===== src/verilog/dacs_pkg.sv =====
// constants for the dual converter channel select and status word block
package dacs_pkg;
	// register offsets on the plain port
	localparam logic [3:0] DACS_OFF_SELECT = 4'h0;
	localparam logic [3:0] DACS_OFF_CONFIG = 4'h1;
	localparam logic [3:0] DACS_OFF_STATUS = 4'h2;
	localparam logic [3:0] DACS_OFF_RESULT_A = 4'h3;
	localparam logic [3:0] DACS_OFF_RESULT_B = 4'h4;
	// field positions
	localparam int DACS_SEL_A_LSB = 0;
	localparam int DACS_SEL_B_LSB = 4;
	localparam int DACS_CFG_STATUS_BIT = 0;
	localparam int DACS_CFG_CRC_BIT = 1;
	localparam int DACS_ST_A_LSB = 12;
	localparam int DACS_ST_B_LSB = 8;
	// select codes
	localparam logic [3:0] DACS_CODE_SUPPLY = 4'h8;
	localparam logic [3:0] DACS_CODE_REGULATOR = 4'h9;
	localparam logic [3:0] DACS_CODE_SELFTEST = 4'hb;
	// self-test patterns
	localparam logic [15:0] DACS_PATTERN_A = 16'haaaa;
	localparam logic [15:0] DACS_PATTERN_B = 16'h5555;
	// reset values and crc polynomial
	localparam logic [7:0] DACS_SELECT_RST = 8'h00;
	localparam logic [1:0] DACS_CONFIG_RST = 2'h0;
	localparam logic [7:0] DACS_CRC_INIT = 8'h00;
	localparam logic [7:0] DACS_CRC_POLY = 8'h07;
	// output word stream states
	typedef enum logic [1:0] {DACS_IDLE, DACS_WORD_A, DACS_WORD_B, DACS_WORD_ST} dacs_state_t;
endpackage


===== src/verilog/dacs_crc8.sv =====
// crc-8 accumulator over 16-bit result words
`timescale 1ns/10ps
`default_nettype none
module dacs_crc8 (
	// clock and reset
	input wire logic i_ref_clk,
	input wire logic i_sys_rst,
	// control
	input wire logic i_clear,
	input wire logic i_word_valid,
	input wire logic [15:0] i_word,
	// running result
	output logic [7:0] o_crc
);
	logic [7:0] crc_reg;
	logic [7:0] crc_next;

	// msb-first crc over one word; bitwise so it needs no table
	always_comb begin
		crc_next = crc_reg;
		for (int i = 15; i >= 0; i--) begin
			if (crc_next[7] ^ i_word[i]) begin
				crc_next = {crc_next[6:0], 1'b0} ^ dacs_pkg::DACS_CRC_POLY;
			end else begin
				crc_next = {crc_next[6:0], 1'b0};
			end
		end
	end

	// accumulate, a clear starts a new frame
	always_ff @(posedge i_ref_clk) begin
		if (i_sys_rst || i_clear) begin
			crc_reg <= dacs_pkg::DACS_CRC_INIT;
		end else if (i_word_valid) begin
			crc_reg <= crc_next;
		end
	end

	assign o_crc = crc_reg;
endmodule
`default_nettype wire


===== src/verilog/dacs_top.sv =====
// channel select decode, self-test substitution and status word output
//
// The address-and-strobe port and the register addresses were left to the implementer.
`timescale 1ns/10ps
`default_nettype none
module dacs_top (
	// clock and reset
	input wire logic i_ref_clk,
	input wire logic i_sys_rst,
	// register port
	input wire logic [3:0] i_addr,
	input wire logic [15:0] i_wdata,
	input wire logic i_wr,
	input wire logic i_rd,
	output logic [15:0] o_rdata,
	// converter side
	input wire logic i_conv_done,
	input wire logic [15:0] i_conv_a_data,
	input wire logic [15:0] i_conv_b_data,
	output logic [3:0] o_conv_a_mux,
	output logic [3:0] o_conv_b_mux,
	output logic o_supply_mon_a,
	output logic o_supply_mon_b,
	output logic o_regulator_mon_a,
	output logic o_regulator_mon_b,
	output logic o_self_test,
	// result stream to host
	output logic o_out_valid,
	output logic [15:0] o_out_word,
	output logic o_out_is_status
);
	// this block sits between the sequencer layer that holds the two select codes
	// and the parallel readout path: it decides which input each converter sees
	// and what the host reads back for one frame
	// limitation: only one frame is held, a completion that arrives while a frame
	// streams is dropped, so conversions must be paced three or four cycles apart
	// limitation: reserved codes are not trapped; they route to input index zero
	// with no monitor raised, which keeps the decode small at the cost of letting
	// a careless host go unnoticed

	// software-visible selects and output enables
	logic [3:0] conv_a_input_select_reg; // code for converter A
	logic [3:0] conv_b_input_select_reg; // code for converter B
	logic status_word_output_enable_reg; // append status word
	logic checksum_output_enable_reg; // checksum enable; it only appends the status word, which carries the crc under either enable
	// frame capture
	logic [15:0] result_a_reg; // latched result of the current frame
	logic [15:0] result_b_reg;
	logic [3:0] frame_a_idx_reg; // channel indices captured at conversion
	logic [3:0] frame_b_idx_reg;
	logic [15:0] conversion_status_word_reg; // last emitted status, read only
	// stream sequencer and checksum path
	dacs_pkg::dacs_state_t state_reg; // which word leaves next
	logic self_test; // A select holds the self-test code
	logic [7:0] crc; // running checksum of the frame
	logic crc_valid; // a result word is leaving this cycle
	logic [15:0] crc_word; // the word fed into the checksum

	// both selects decode through one map
	// a code with the top bit set names a monitor, the test mode or a reserved code, never a pin
	function automatic logic [3:0] mux_of(input logic [3:0] code);
		mux_of = code[3] ? 4'h0 : code;
	endfunction

	// self-test is keyed on the A select alone; the B code then still drives the B routing outputs and the status index
	assign self_test = (conv_a_input_select_reg == dacs_pkg::DACS_CODE_SELFTEST);

	// software-writable select and config; status is not writable
	always_ff @(posedge i_ref_clk) begin
		if (i_sys_rst) begin
			conv_a_input_select_reg <= dacs_pkg::DACS_SELECT_RST[3:0];
			conv_b_input_select_reg <= dacs_pkg::DACS_SELECT_RST[7:4];
			status_word_output_enable_reg <= dacs_pkg::DACS_CONFIG_RST[0];
			checksum_output_enable_reg <= dacs_pkg::DACS_CONFIG_RST[1];
		end else if (i_wr) begin
			if (i_addr == dacs_pkg::DACS_OFF_SELECT) begin
				conv_a_input_select_reg <= i_wdata[dacs_pkg::DACS_SEL_A_LSB +: 4];
				conv_b_input_select_reg <= i_wdata[dacs_pkg::DACS_SEL_B_LSB +: 4];
			end else if (i_addr == dacs_pkg::DACS_OFF_CONFIG) begin
				status_word_output_enable_reg <= i_wdata[dacs_pkg::DACS_CFG_STATUS_BIT];
				checksum_output_enable_reg <= i_wdata[dacs_pkg::DACS_CFG_CRC_BIT];
			end
			// writes to the status offset are dropped
		end
	end

	// registered analog routing outputs
	// taken from flops so the analog switch controls never glitch while codes change
	always_ff @(posedge i_ref_clk) begin
		if (i_sys_rst) begin
			o_conv_a_mux <= 4'h0;
			o_conv_b_mux <= 4'h0;
			o_supply_mon_a <= 1'b0;
			o_supply_mon_b <= 1'b0;
			o_regulator_mon_a <= 1'b0;
			o_regulator_mon_b <= 1'b0;
			o_self_test <= 1'b0;
		end else begin
			// each flag is its own compare, so a monitor code raises exactly one per converter
			o_conv_a_mux <= mux_of(conv_a_input_select_reg);
			o_conv_b_mux <= mux_of(conv_b_input_select_reg);
			o_supply_mon_a <= conv_a_input_select_reg == dacs_pkg::DACS_CODE_SUPPLY;
			o_supply_mon_b <= conv_b_input_select_reg == dacs_pkg::DACS_CODE_SUPPLY;
			o_regulator_mon_a <= conv_a_input_select_reg == dacs_pkg::DACS_CODE_REGULATOR;
			o_regulator_mon_b <= conv_b_input_select_reg == dacs_pkg::DACS_CODE_REGULATOR;
			o_self_test <= self_test;
		end
	end

	// capture a frame; self-test swaps in the fixed patterns
	// codes are sampled at the completion edge, so a later write cannot alter this frame's indices
	always_ff @(posedge i_ref_clk) begin
		if (i_sys_rst) begin
			result_a_reg <= 16'h0000;
			result_b_reg <= 16'h0000;
			frame_a_idx_reg <= 4'h0;
			frame_b_idx_reg <= 4'h0;
		end else if (i_conv_done && state_reg == dacs_pkg::DACS_IDLE) begin
			result_a_reg <= self_test ? dacs_pkg::DACS_PATTERN_A : i_conv_a_data;
			result_b_reg <= self_test ? dacs_pkg::DACS_PATTERN_B : i_conv_b_data;
			frame_a_idx_reg <= conv_a_input_select_reg;
			frame_b_idx_reg <= conv_b_input_select_reg;
		end
	end

	// stream sequencer: A word, B word, then optional status word
	// a completion arriving mid-frame is ignored, the host must pace conversions
	always_ff @(posedge i_ref_clk) begin
		if (i_sys_rst) begin
			state_reg <= dacs_pkg::DACS_IDLE;
		end else begin
			unique case (state_reg)
				dacs_pkg::DACS_IDLE: begin
					// wait for a completion
					if (i_conv_done) begin
						state_reg <= dacs_pkg::DACS_WORD_A;
					end
				end
				dacs_pkg::DACS_WORD_A: begin
					// A always leaves first and B always follows
					state_reg <= dacs_pkg::DACS_WORD_B;
				end
				dacs_pkg::DACS_WORD_B: begin
					// either enable appends the status word
					if (status_word_output_enable_reg || checksum_output_enable_reg) begin
						state_reg <= dacs_pkg::DACS_WORD_ST;
					end else begin
						state_reg <= dacs_pkg::DACS_IDLE;
					end
				end
				dacs_pkg::DACS_WORD_ST: begin
					// last word of the frame
					state_reg <= dacs_pkg::DACS_IDLE;
				end
			endcase
		end
	end

	// crc runs over the words as they leave
	assign crc_valid = (state_reg == dacs_pkg::DACS_WORD_A) || (state_reg == dacs_pkg::DACS_WORD_B);
	assign crc_word = (state_reg == dacs_pkg::DACS_WORD_A) ? result_a_reg : result_b_reg;

	// the clear lands on the completion edge, one cycle before the A word enters
	dacs_crc8 u_crc (
		.i_ref_clk(i_ref_clk),
		.i_sys_rst(i_sys_rst),
		.i_clear(i_conv_done && state_reg == dacs_pkg::DACS_IDLE),
		.i_word_valid(crc_valid),
		.i_word(crc_word),
		.o_crc(crc)
	);

	// status word, assembled in the status state, one cycle after the B word has entered the crc
	// the copy keeps the last emitted status; a frame with both enables off leaves it alone
	always_ff @(posedge i_ref_clk) begin
		if (i_sys_rst) begin
			conversion_status_word_reg <= 16'h0000;
		end else if (state_reg == dacs_pkg::DACS_WORD_ST) begin
			conversion_status_word_reg[dacs_pkg::DACS_ST_A_LSB +: 4] <= frame_a_idx_reg;
			conversion_status_word_reg[dacs_pkg::DACS_ST_B_LSB +: 4] <= frame_b_idx_reg;
			conversion_status_word_reg[7:0] <= crc;
		end
	end

	// output stream, registered
	// idle drives the word to zero so a stale result never lingers where the host looks
	always_ff @(posedge i_ref_clk) begin
		if (i_sys_rst) begin
			o_out_valid <= 1'b0;
			o_out_word <= 16'h0000;
			o_out_is_status <= 1'b0;
		end else begin
			// valid and the status flag follow the state one cycle late, like the word
			o_out_valid <= state_reg != dacs_pkg::DACS_IDLE;
			o_out_is_status <= state_reg == dacs_pkg::DACS_WORD_ST;
			unique case (state_reg)
				dacs_pkg::DACS_WORD_A: o_out_word <= result_a_reg;
				dacs_pkg::DACS_WORD_B: o_out_word <= result_b_reg;
				dacs_pkg::DACS_WORD_ST: o_out_word <= {frame_a_idx_reg, frame_b_idx_reg, crc};
				dacs_pkg::DACS_IDLE: o_out_word <= 16'h0000;
			endcase
		end
	end

	// read port, data one cycle after the strobe; unmapped reads give zero
	// zero outside the read slot lets the host combine several read ports with a plain or
	always_ff @(posedge i_ref_clk) begin
		if (i_sys_rst) begin
			o_rdata <= 16'h0000;
		end else if (i_rd) begin
			unique case (i_addr)
				dacs_pkg::DACS_OFF_SELECT: o_rdata <= {8'h00, conv_b_input_select_reg, conv_a_input_select_reg};
				dacs_pkg::DACS_OFF_CONFIG: o_rdata <= {14'h0000, checksum_output_enable_reg,
					status_word_output_enable_reg};
				dacs_pkg::DACS_OFF_STATUS: o_rdata <= conversion_status_word_reg;
				dacs_pkg::DACS_OFF_RESULT_A: o_rdata <= result_a_reg;
				dacs_pkg::DACS_OFF_RESULT_B: o_rdata <= result_b_reg;
				default: o_rdata <= 16'h0000;
			endcase
		end else begin
			// outside the slot the data return to zero
			o_rdata <= 16'h0000;
		end
	end
endmodule
`default_nettype wire


===== config.mk =====
export PLATFORM = sky130hd
export DESIGN_NAME = dacs_top
export DESIGN_NICKNAME = d
export VERILOG_FILES = /design/src/verilog/dacs_pkg.sv /design/src/verilog/dacs_crc8.sv /design/src/verilog/dacs_top.sv
export SDC_FILE = /design/constraint.sdc
export NUM_CORES = 1
export LEC_CHECK = 0
export ABC_AREA = 0
export BUFFER_PORTS_ARGS = -buffer_cell sky130_fd_sc_hd__buf_2
export CAP_MARGIN = 5
export CORE_ASPECT_RATIO = 0.5
export CORE_MARGIN = 1
export CORE_UTILIZATION = 38
export CTS_CLUSTER_SIZE = 16
export DETAILED_ROUTE_END_ITERATION = 7
export GPL_TIMING_DRIVEN = 0
export HOLD_SLACK_MARGIN = 0.1
export SLEW_MARGIN = 10
export SYNTH_ARGS = -nofsm -noshare
export SYNTH_HDL_FRONTEND = slang
export SYNTH_HIERARCHICAL = 1
export SYNTH_SLANG_ARGS = --single-unit

===== constraint.sdc =====
create_clock -name i_ref_clk -period 2.9 [get_ports i_ref_clk]
set_input_delay 0.29 -clock i_ref_clk [delete_from_list [all_inputs] [get_ports i_ref_clk]]
set_output_delay 0.29 -clock i_ref_clk [all_outputs]
set_load 0.1 [all_outputs]

* Word-level counts from Yosys, hierarchy flattened
Index checks and enable logic that the tools add are counted.
** Operators by class
- Order comparisons :: 0
- Muxes and demuxes :: 24
- Multiply operators :: 0
- Div/mod/pow operators :: 0
- Add/sub/neg operators :: 0
- Equality and inequality tests :: 13
- Shift-type cells :: 0
- Bitwise operators :: 34
- Reduce and logical (&&, ||, !) cells :: 12
** Operators with widths (count)
- one-hot mux 16 bit (5 select lines) :: 1
- one-hot mux 16 bit (4 select lines) :: 1
- two-way mux 16 bit :: 3
- two-way mux 3 bit :: 16
- NOT 3 bit :: 16
- == test 4 bit, second input constant :: 5
- XOR 1 bit :: 16
- == test 4 x 2 -> 1 bit, second input constant :: 2
- one-hot mux 2 bit (4 select lines) :: 1
- OR reduction 2 bit :: 3
- == test 2 bit, second input constant :: 2
- == test 4 x 1 -> 1 bit, second input constant :: 1
- == test 4 x 3 -> 1 bit, second input constant :: 1
- zero test 4 bit :: 1
- two-way mux 2 bit :: 2
- logical OR 1 bit :: 3
- AND reduction 3 bit :: 1
- == test 2 x 1 -> 1 bit, second input constant :: 1
- zero test 2 bit :: 1
- inequality test 2 bit, second input constant :: 1
- NOT 1 bit :: 2
- AND reduction 2 bit :: 1
- nonzero test 2 bit :: 1
- logical AND 1 bit :: 1
** Word-level totals
- Bits in read-only memories :: 0
- Logic and storage cells :: 107
- Latch bits :: 0
- Bits in registers :: 123
- Bits in writable memories :: 0
- Memories :: 0

* Depth between registers and ports, before layout
Gate-level depths: netlist of the first run.
- Depth after elaboration :: 34
- Mapped depth :: 9

* Cells and area by module
The synthesis of the first run kept the hierarchy.
** By module, submodules not included
- dacs_top :: seq. area each 2262.2 µm², cells each 525, area each 4734.5 µm², instances 1
- dacs_crc8 :: seq. area each 160.2 µm², cells each 60, area each 818.3 µm², instances 1

* Worst setup path before layout of the first run
No wires, ideal clock.
- Kind :: register to register
- Start point :: register state_reg[1]
- End point :: register u_crc.crc_reg[2], in the netlist u_crc/o_crc[2]
- Slack :: 107 ps
- Setup time :: 79 ps
- Data required time :: 2821 ps
- Period minus slack after synthesis :: 2793 ps
- Stages on the path, launching flop included :: 10
- Arrival :: 2713 ps
- Path through :: dfxtp_1 inv_1 ha_1 clkbuf_1 mux2_2 xnor2_2 xnor3_2 xor3_2 xnor2_1 a211oi_2
** On the way
- Elaborated cells between the ends (all ways) :: 40
- Those cells by class :: 2 x eq/ne; 13 x mux; 21 x bitwise; 4 x reduce/logical
** RTL lines
- start, declared :: RTL line dacs_top.sv:53 : dacs_pkg::dacs_state_t state_reg;
- start signal, assigned :: RTL line dacs_top.sv:130 : state_reg <= dacs_pkg::DACS_IDLE;
- start signal, assigned :: RTL line dacs_top.sv:136 : state_reg <= dacs_pkg::DACS_WORD_A;
- start signal, assigned :: RTL line dacs_top.sv:141 : state_reg <= dacs_pkg::DACS_WORD_B;
- == test 2 x 1 -> 1 bit * :: RTL line dacs_top.sv:161 : assign crc_word = (state_reg == dacs_pkg::DACS_WORD_A) ? result_a_reg : result_b_reg;
- two-way mux 16 bit * :: RTL line dacs_top.sv:161
- net crc_word[14] :: RTL line dacs_top.sv:57 : logic [15:0] crc_word;
- XOR 1 bit * :: RTL line dacs_crc8.sv:22 : if (crc_next[7] ^ i_word[i]) begin
- two-way mux 3 bit * :: RTL line dacs_crc8.sv:22
- XOR 1 bit / NOT 3 bit (equally long branches)
- two-way mux 3 bit :: RTL line dacs_crc8.sv:22
- XOR 1 bit / NOT 3 bit (equally long branches)
- two-way mux 3 bit :: RTL line dacs_crc8.sv:22
- NOT 3 bit (no line) / XOR 1 bit (equally long branches)
- two-way mux 3 bit :: RTL line dacs_crc8.sv:22
- NOT 3 bit (no line) / XOR 1 bit (equally long branches)
- two-way mux 3 bit * :: RTL line dacs_crc8.sv:22
- end signal, assigned :: RTL line dacs_crc8.sv:33 : crc_reg <= dacs_pkg::DACS_CRC_INIT;
- end signal, assigned :: RTL line dacs_crc8.sv:35 : crc_reg <= crc_next;
- end, declared :: RTL line dacs_crc8.sv:15 : logic [7:0] crc_reg;
The timed path passes the listed nets; every way through them passes the cells marked *.
A chain may end at the register's enable or synchronous reset.

* Worst setup path after layout of the first run
- Start point :: register state_reg[0]
- End point :: register u_crc.crc_reg[2], in the netlist u_crc/o_crc[2]
** On the way
- Elaborated cells between the ends (all ways) :: 40
- Those cells by class :: 2 x eq/ne; 13 x mux; 21 x bitwise; 4 x reduce/logical
** RTL lines (RTL line)
- == test 2 x 1 -> 1 bit :: dacs_top.sv:161
- two-way mux 16 bit :: dacs_top.sv:161
- net crc_word[12] :: dacs_top.sv:57
- XOR 1 bit :: dacs_crc8.sv:22
- two-way mux 3 bit :: dacs_crc8.sv:22
- XOR 1 bit :: dacs_crc8.sv:22
- two-way mux 3 bit :: dacs_crc8.sv:22
- XOR 1 bit :: dacs_crc8.sv:22
- two-way mux 3 bit :: dacs_crc8.sv:22
The timed path passes the listed nets, and every way through them passes these cells.

==> results of run 1 <==
==> layer usage <==
metal / wire length [µm] / up-vias
li1: - / 2296
met5: 0 / -
met4: 208 / 0
met3: 1790 / 18
met1: 7880 / 2353
met2: 7520 / 241
==> where the power goes <==
part,internal (mW),switching (mW)
clock network,1.29,0.811
registers,1.78,0.144
logic,1.01,1.03
==> cell families after synthesis <==
family / Yosys count
fa+ha+maj: 5
compound gates: 89
mux: 54
flops: 121
other cells: 1
buf+inv: 55
xor+xnor: 33
simple gates: 227
==> worst register-to-register path: stages (launching register included) <==
cell,delay [ns]
dfxtp_1,0.40
ha_2,0.23
clkbuf_8,0.19
mux2_2,0.44
xnor2_4,0.24
xnor3_2,0.43
xor3_2,0.43
xnor2_1,0.15
a211oi_2,0.20
==> final timing paths <==
path                            from                  to  slack, ns  depth (start not counted)
setup / recovery        state_reg[0]      u_crc/o_crc[2]       0.12                          8
hold / removal      i_conv_a_data[4]     result_a_reg[4]       0.12                          3
setup reg to reg        state_reg[0]      u_crc/o_crc[2]       0.12                          8
hold reg to reg   frame_b_idx_reg[1]  frame_b_idx_reg[1]       0.49                          2
==> synthesized netlist by cell type (2+ instances only) <==
cell	number	area (µm²)
a21oi_1	40	200
a221oi_1	16	140
a222oi_1	4	40.0
and2_1	3	18.8
and3b_1	9	78.8
buf_1	5	18.8
buf_2	11	55.1
buf_4	6	45.0
buf_6	2	22.5
clkbuf_1	25	93.8
dfxtp_1	121	2420
ha_1	5	62.6
inv_1	5	18.8
mux2_2	16	180
mux2i_1	38	380
nand2_1	36	135
nand2b_1	4	25.0
nand3_1	32	160
nor2_1	58	218
nor2b_1	18	113
nor3_1	52	260
nor3b_1	3	22.5
o21ai_0	16	80.1
o22a_1	8	70.1
or2_2	2	12.5
or3b_1	2	17.5
xnor2_1	8	70.1
xnor2_2	3	48.8
xnor3_1	11	248
xnor3_2	2	47.6
xor2_1	6	52.6
==> repair_timing <==
item / 4_1_cts / 5_1_grt
setup endpoints to repair: 8 / 2
hold endpoints to repair: 0 / 0
buffers inserted: 1 / 2
resized for setup: 5 / 3
pin swaps: 1 / 2
==> layout make-up <==
type	instances	area, µm²	area share (%)
Buffer	50	250	3.62
Multi-Input combinational cell	410	2900	42.0
Inverter	5	18.8	0.272
Sequential cell	121	2420	35.1
Timing Repair Buffer	95	483	6.99
Clock buffer	18	439	6.36
Clock inverter	14	149	2.16
Tap cell	192	240	3.48
==> stage by stage <==
step                      setup TNS, ns  worst slack, ns  utilization, %  instances
after global routing            -0.0150          -0.0150            49.7        905
final                                 0            0.121            49.7        905
after CTS                             0         0.000981            49.4        903
after detailed placement          -1.46           -0.407            45.1        870
after global placement            -1.22           -0.363            45.1        870
after floorplan                       0            0.107               -        586
==> impl_results.md, run 1 <==
- Post-synth cell types: just under 50
- Crit-path cells: ha_2, clkbuf_8, mux2_2, xnor2_4, xnor3_2, xor3_2, xnor2_1, a211oi_2
- Crit path required time: 3.24 ns
- Core Area: 13900 µm²
- Slew Viols, Final: 0
- Met3 global-route usage: 7.07%
- Die height: 87.5 µm
- Area Growth Syn to Fin: 24.4%
- Leakage: 2.87 nW
- Post-Synth Adder-Cell Area: 1.13%
- Netlist Area Pre-Place: 5550 µm²
- Buffers on Ports: 92
- Crit. End Element: flop
- GPL Wtd Cong: approximately 0.87
- WL final: 17400 µm
- Largest family of logic cells by synthesized area: simple AND/OR/NAND/NOR gates
- Fin Hold WS: 0.123 ns
- Commonest non-fill, non-tap cells in the layout: 121 x dfxtp_1, 103 x buf_2, 58 x nor2_1
- Total CTS buffers: 17
- Worst-margin pin slew: 0.818 ns
- First-pass GRT wire length: 26600 µm
- Gr usage total: 23.9%
- Tcrit/Tclk final: ~96%
- Clk slew on worst S/H paths: around 0.060 ns
- Total gr overflow: 0
- Sequential share of the synthesized area: 43.6%
- Clk_skew: 0.00845 ns
- EDFF count, synth: 0
- Row cnt: 30
- Number of remaining DRC errors: 0
- Max Cap Violations: 0
- Initial antenna violation count: 0
- Diodes inserted: 0
- Root Driver: clkbuf_16
- Max incr delay on CP: between 0.4 and 0.5 ns
- Arrival @ worst endpoint: 3.12 ns
- Max VDD drop: 0.437 mV
- Die W: approximately 170 µm
- GRT busiest layer: met2
- Hold Path Class: in2reg
- Worst Path Buf+Inv: 1
- Antenna-violating nets left: 0
- Wire per inst: 19.2 µm
- IO Count: roughly 100
- Ys async rst share: 0%
- Starting DRT DRC Count: 537
- Met2 usage: 36.3%
- Worst Setup Start Kind: flop
- Worst skew pair latency: 0.42 ns
- Finished Cell Area: 6910 µm²
- Met1 Use GR: 32.4%
- Most used DFF post-synth: dfxtp_1
- Post-DP HPWL: around 13000 µm
- Syn_area_per_cell: 9.49 µm²
- # hold bufs at CTS: 0
- Share of cells above drive strength 1: 25.2%
- Fmax: 0.360 GHz
- H-tree depth: 4
- Synthesis Warnings: 6
- Crit path time final: 2.78 ns
- Multiplexer area fraction after synthesis: 10.1%
- Total number of vias: 4908
- Final setup viols: 0
- DR pass1 iterations: 7
- Placed Area: 6260 µm²
- Crit Path Class: reg2reg
- Synth Area in Simple Gates: 20.4%
- CP max stage cell: mux2_2
- #FFs+latches synth: ~120
- Pwr Total: 6.08 mW
- Most common cell after layout, fill and taps aside: dfxtp_1
- Syn Inst Count: 585
- CTS tree: yes
- Largest delay contributor family on the critical path: XOR/XNOR gates
- Hold Vio Cnt, Final: 0
- Slew headroom: between 40 and 50%
- Largest net degree at the start of global routing: 17
- PwrDens: 880 nW/µm²
- Die area: 15100 µm²
- Vias in the first global route: between 4000 and 5000
- Maximum buffer depth of the clock tree: 2
- Status: finished clean
- Via/cell ratio: ~5.4
- Synth Area in Compound Gates: 10.4%
- Crit-path max FO: 10
- Fillcell total: 1344
- Clk sinks: 121
- Nets: 762
- Initial Util: 40.0%
- Post-Synth XOR/XNOR Area: 9.62%
Note: power is estimated with default switching activity, not from simulation.
==> run 2, diff against run 1 <==
Settings changed: CORE_UTILIZATION 38 to 50, PLACE_DENSITY from default to 0.87.
==> run 2 against run 1 <==
Net effect:
- hold slack worse by 0.010 ns
- largest power group unchanged
- fmax down 1.6%
- register-to-register slack worse by 0.05 ns
- sequential share of layout area about the same
- combinational power up 5%
- highest routed layer unchanged
- routed wire length down 1.6%
- via count up 4.3%
- critical path type unchanged
- first-iteration DRC count up 26%
==> impl_results.md, run 2 (synthesis results as in run 1) <==
- Clk_skew: 0.00798 ns (-0.000472 ns)
- Most common cell after layout, fill and taps aside: dfxtp_1
- Maximum buffer depth of the clock tree: 2 (unchanged)
- Total CTS buffers: 17 (unchanged)
- Total gr overflow: 0 (unchanged)
- Crit. End Element: flop
- Largest delay contributor family on the critical path: XOR/XNOR gates
- Number of remaining DRC errors: 0 (unchanged)
- Reg2reg start: state_reg[1]
- Tcrit/Tclk final: 97.4% (+1.6 points)
- Leakage: 2.90 nW (+1.1%)
- Post-Layout Cell Count: 852 (-5.9%)
- WL final: 17100 µm (-1.6%)
- Worst Path Buf+Inv: 2 (+1)
- R2r setup slk: 0.08 ns (-0.05 ns)
- First-pass GRT wire length: 26600 µm (about the same)
- Crit-path cells: inv_2, ha_2, clkbuf_8, mux2_2, xnor2_4, xnor3_2, xor3_2, xnor2_2, a211oi_2
- Max Cap Violations: 0 (unchanged)
- Clk sinks: 121 (unchanged)
- CP startpoint: state_reg[1]
- Die height: 76.5 µm (-13%)
- Nets: 761 (-0.13%)
- CP max stage cell: xnor3_2
- Largest net degree at the start of global routing: 17 (unchanged)
- Worst skew pair latency: 0.42 ns (about the same)
- Clk slew on worst S/H paths: 0.06 ns (about the same)
- DR pass1 iterations: 6 (-1)
- CTS tree: yes
- Vias in the first global route: 5067 (+7.3%)
- H-tree depth: 4 (unchanged)
- Hold Vio Cnt, Final: 0 (unchanged)
- Crit Path Class: reg2reg
- Final setup viols: 0 (unchanged)
- Core Area: 10500 µm² (-24%)
- Slew Viols, Final: 0 (unchanged)
- Total number of vias: 5121 (+4.3%)
- Commonest non-fill, non-tap cells in the layout: 120 x dfxtp_1, 103 x buf_2, 58 x nor2_1
- Hold Path Class: in2reg
- Fmax: 0.354 GHz (-1.6%)
- Arrival @ worst endpoint: 3.17 ns (+0.05 ns)
- Placed cells: 818 (-6.0%)
- Row cnt: 26 (-13%)
- Starting DRT DRC Count: 674 (+26%)
- Crit-path max FO: 10 (unchanged)
- Status: finished clean
- Area of the multi-input gates: 2910 µm² (+0.13%)
- Gr usage total: 31.0% (+7.1 points)
- Max incr delay on CP: 0.51 ns (+0.08 ns)
- Register area: 2420 µm² (about the same)
- Pwr Total: 6.49 mW (+6.8%)
- Root Driver: clkbuf_16
- Buffers on Ports: 92 (unchanged)
- GPL Wtd Cong: 0.985 (+14%)
- Die W: 151 µm (-13%)
- Diodes inserted: 0 (unchanged)
- Slew headroom: 50.0% (+4.5 points)
- PwrDens: 938 nW/µm² (+6.7%)
- Setup WS post-layout: 0.0758 ns (-0.0456 ns)
- Crit path time final: 2.82 ns (+0.0456 ns)
- Initial Util: 52.8% (+13 points)
- Wire per inst: 20.1 µm (+4.5%)
- DP Worst Slack: -0.298 ns (+0.109 ns)
- Via/cell ratio: 6.01 (+11%)
- Crit path required time: 3.25 ns (about the same)
- Worst-margin pin slew: 0.751 ns (-0.0678 ns)
- IO Count: 104 (unchanged)
- Fillcell total: 786 (-42%)
- Worst Setup Start Kind: flop
- Antenna-violating nets left: 0 (unchanged)
- RSZ-0062 raised after global routing: no
- Share of cells above drive strength 1: 24.7% (-0.53 points)
- Area Growth Syn to Fin: 24.5% (about the same)
- Hold Crit Start: i_conv_b_data[15]
- Post-DP HPWL: 11700 µm (-7.8%)
- Initial antenna violation count: 0 (unchanged)
- Die area: 11600 µm² (-24%)
- Max VDD drop: 0.535 mV (+22%)
[run 2: changes by cell type in the layout (fill, tap and decap cells not counted), moves of 2 or more]
cell / change
bufinv_16: +4
clkbuf_1: +5
clkinv_2: -2
clkinv_4: -5
inv_6: -2
xnor2_2: +2
[run 2: where the power goes]
part	internal (mW)	switching [mW]
combinational	1.06	1.10
clock	1.65	0.748
sequential	1.79	0.139
total	4.50	1.99
[run 2: tightest hold or removal path, delay by kind of cell]
kind,cells,cell delay (ns)
AND/OR/NAND/NOR,1,0.05
AO/OA/AOI/OAI,1,0.05
buffers and inverters,1,0.10
[run 2: cell type report]
type                       instances  share of cell area (%)
clock inverter                     8                    2.75
sequential                       121                    35.1
buffer                            50                    3.62
inverter                           5                   0.271
timing repair buffer              94                    6.88
clock buffer                      24                    6.82
tap                              140                    2.53
multi-input combinational        410                    42.1
[run 2: path summary, 6_finish.rpt]
check,endpoint,depth (start not counted)
max reg2reg,u_crc/o_crc[2],9
max,u_crc/o_crc[2],9
min,result_b_reg[15],3
min reg2reg,frame_a_idx_reg[0],2
[run 2: repair_timing]
item                                    CTS  global route
endpoints found under the hold margin     0             0
pin swaps                                 1             1
setup buffers                             2             0
gates resized for setup                   3             6
hold buffers                              0             0
endpoints found under the setup margin    7             2
[run 2: metal layers]
layer | wire, µm | vias up | track usage [%]
met5 | 0 | - | 0
met4 | 546 | 0 | 15.6
met3 | 2330 | 63 | 9.76
met2 | 7770 | 378 | 47.4
met1 | 6470 | 2396 | 39.2
li1 | - | 2284 | -
[run 2: stage by stage]
step | util (%) | setup TNS, ns | hold slack [ns] | area [µm²]
global route | 65.8 | 0 | 0.124 | 6910
floorplan | - | 0 | 0.437 | 5560
global placement | 58.9 | -0.440 | 0.465 | 6190
detailed placement | 58.9 | -0.900 | 0.475 | 6190
finish | 65.8 | 0 | 0.113 | 6910
CTS | 65.5 | 0 | 0.119 | 6880
==> run 3, diff against run 2 <==
Settings changed: PLACE_DENSITY 0.87 to 0.84.
Clock period 2.9 ns to 2.98 ns, I/O delays scaled along.
==> run 3 against run 2 <==
Net effect:
- worst setup slack gained 0.0062 ns
- critical path depth down 1
- hold slack better by 0.021 ns
- clock power shrank 7%
- via count is essentially flat
- sequential cell count stayed put
- total power fell by 6.4%
- register-to-register slack hardly changed
- critical path type unchanged
- largest cell class unchanged
==> impl_results.md, run 3 (synthesis results as in run 1) <==
- Die W: 151 µm (unchanged)
- WL final: 17000 µm (-0.46%)
- Arrival @ worst endpoint: 3.18 ns (about the same)
- Register area: 2420 µm² (about the same)
- Status: finished clean
- Area Growth Syn to Fin: 23.1%
- Crit Path Class: reg2reg
- DP Worst Slack: -0.256 ns (+0.0417 ns)
- Row cnt: 26 (unchanged)
- Total number of vias: 5120 (-0.020%)
- Crit path time final: 2.90 ns (+0.0738 ns)
- PwrDens: 888 nW/µm² (-5.3%)
- Crit. End Element: flop
- # hold bufs at CTS: 0 (unchanged)
- Clk_skew: 0.00961 ns (+0.00163 ns)
- Total CTS buffers: 17 (unchanged)
- Most common cell after layout, fill and taps aside: dfxtp_1
- DR pass1 iterations: 8 (+2)
- Starting DRT DRC Count: 700 (+3.9%)
- Initial Util: 52.8% (unchanged)
- First-pass GRT wire length: 26600 µm (+0.13%)
- Die height: 76.5 µm (unchanged)
- Core Area: 10500 µm² (unchanged)
- Slew Viols, Final: 0 (unchanged)
- Max Cap Violations: 0 (unchanged)
- Clk slew on worst S/H paths: 0.06 ns (about the same)
- Fin Hold WS: 0.134 ns (+0.0208 ns)
- H-tree depth: 4 (unchanged)
- Crit-path max FO: 10 (unchanged)
- GPL Wtd Cong: 0.968 (-1.8%)
- Total gr overflow: 0 (unchanged)
- Antenna-violating nets left: 0 (unchanged)
- Hold Vio Cnt, Final: 0 (unchanged)
- Number of remaining DRC errors: 0 (unchanged)
- Area of the multi-input gates: 2880 µm² (-1.0%)
- CTS tree: yes
- Final setup viols: 0 (unchanged)
- Worst-margin pin slew: 0.757 ns (+0.00639 ns)
- Root Driver: clkbuf_16
- Worst skew pair latency: 0.42 ns (about the same)
- Max VDD drop: 0.396 mV (-26%)
- Tcrit/Tclk final: 97.2% (-0.14 points)
- Worst Setup Start Kind: flop
- Via/cell ratio: 6.02 (+0.22%)
- Pwr Total: 6.07 mW (-6.4%)
- Diodes inserted: 0 (unchanged)
- IO Count: 104 (unchanged)
- Gr usage total: 31.1% (+0.083 points)
- Share of cells above drive strength 1: 24.6% (-0.071 points)
- Fmax: 0.345 GHz (-2.5%)
- Hold Path Class: in2reg
- Initial antenna violation count: 0 (unchanged)
- Setup WS post-layout: 0.0820 ns (+0.00618 ns)
- Nets: 759 (-0.26%)
- Postcts setup bufs: 0 (-2)
- Slew headroom: 49.5% (-0.43 points)
- Vias in the first global route: 5055 (-0.24%)
- Setup TNS: 0 ns (unchanged)
- Utilization after layout: 65.1% (-0.73 points)
- Largest net degree at the start of global routing: 17 (unchanged)
- Post-DP HPWL: 11900 µm (+1.8%)
- Clk sinks: 121 (unchanged)
- Maximum buffer depth of the clock tree: 2 (unchanged)
- Commonest non-fill, non-tap cells in the layout: 121 x dfxtp_1, 103 x buf_2, 58 x nor2_1
- Leakage: 2.86 nW (-1.4%)
- Die area: 11600 µm² (unchanged)
- Crit path required time: 3.26 ns (about the same)
- Buffers on Ports: 92 (unchanged)
- Wire per inst: 20.0 µm (-0.23%)
- Fillcell total: 821 (+4.5%)
run 3: changes by cell type in the layout (fill, tap and decap cells not counted), sizes merged:
cell      before  now
bufinv         6    5
buf          118  117
clkbuf        50   44
clkinv         2    5
clkinvlp       0    3
run 3: worst paths after layout:
kind | start | end | slack (ns) | depth (start not counted)
setup / recovery | state_reg[0] | u_crc/o_crc[2] | 0.08 | 8
hold / removal | i_conv_a_data[10] | result_a_reg[10] | 0.13 | 3
setup reg to reg | state_reg[0] | u_crc/o_crc[2] | 0.08 | 8
hold reg to reg | frame_a_idx_reg[0] | frame_a_idx_reg[0] | 0.49 | 2
run 3: layer usage:
layer	global-route usage, %	part of all wire (%)
met1	38.8	38
met2	48.5	45
met3	9.64	13
met4	15.2	3.4
met5	0	0
run 3: final cells by class:
class | instances | area share, %
Buffer | 50 | 3.62
Sequential cell | 121 | 35.4
Tap cell | 140 | 2.56
Clock buffer | 19 | 6.33
Clock inverter | 13 | 2.95
Inverter | 5 | 0.275
Multi-Input combinational cell | 410 | 42.1
Timing Repair Buffer | 92 | 6.73
run 3: power breakdown:
group	leakage (nW)	switching (mW)	internal, mW
Combinational	1.58	1.01	0.954
Clock	0.303	0.762	1.48
Sequential	0.984	0.131	1.74
Total	2.86	1.91	4.17
run 3: metrics by stage:
stage,area [µm²],instances
after floorplan,5560,586
after CTS,6830,850
after global placement,6190,818
after global routing,6840,850
after detailed placement,6190,818
final,6840,850
run 3: repair_timing:
item                                    CTS  global route
pin swaps                                 0             1
endpoints found under the setup margin    6             2
hold endpoints to repair                  0             0
gates resized for setup                   2             4
run 3: worst max-delay path, cell delays in order (launching register included):
cell and delay, ns:
dfxtp_1 0.42, ha_2 0.24, buf_6 0.17, mux2_2 0.39
xnor3_1 0.34, xnor3_2 0.46, xor3_2 0.42, xnor2_1 0.22
a211oi_2 0.09
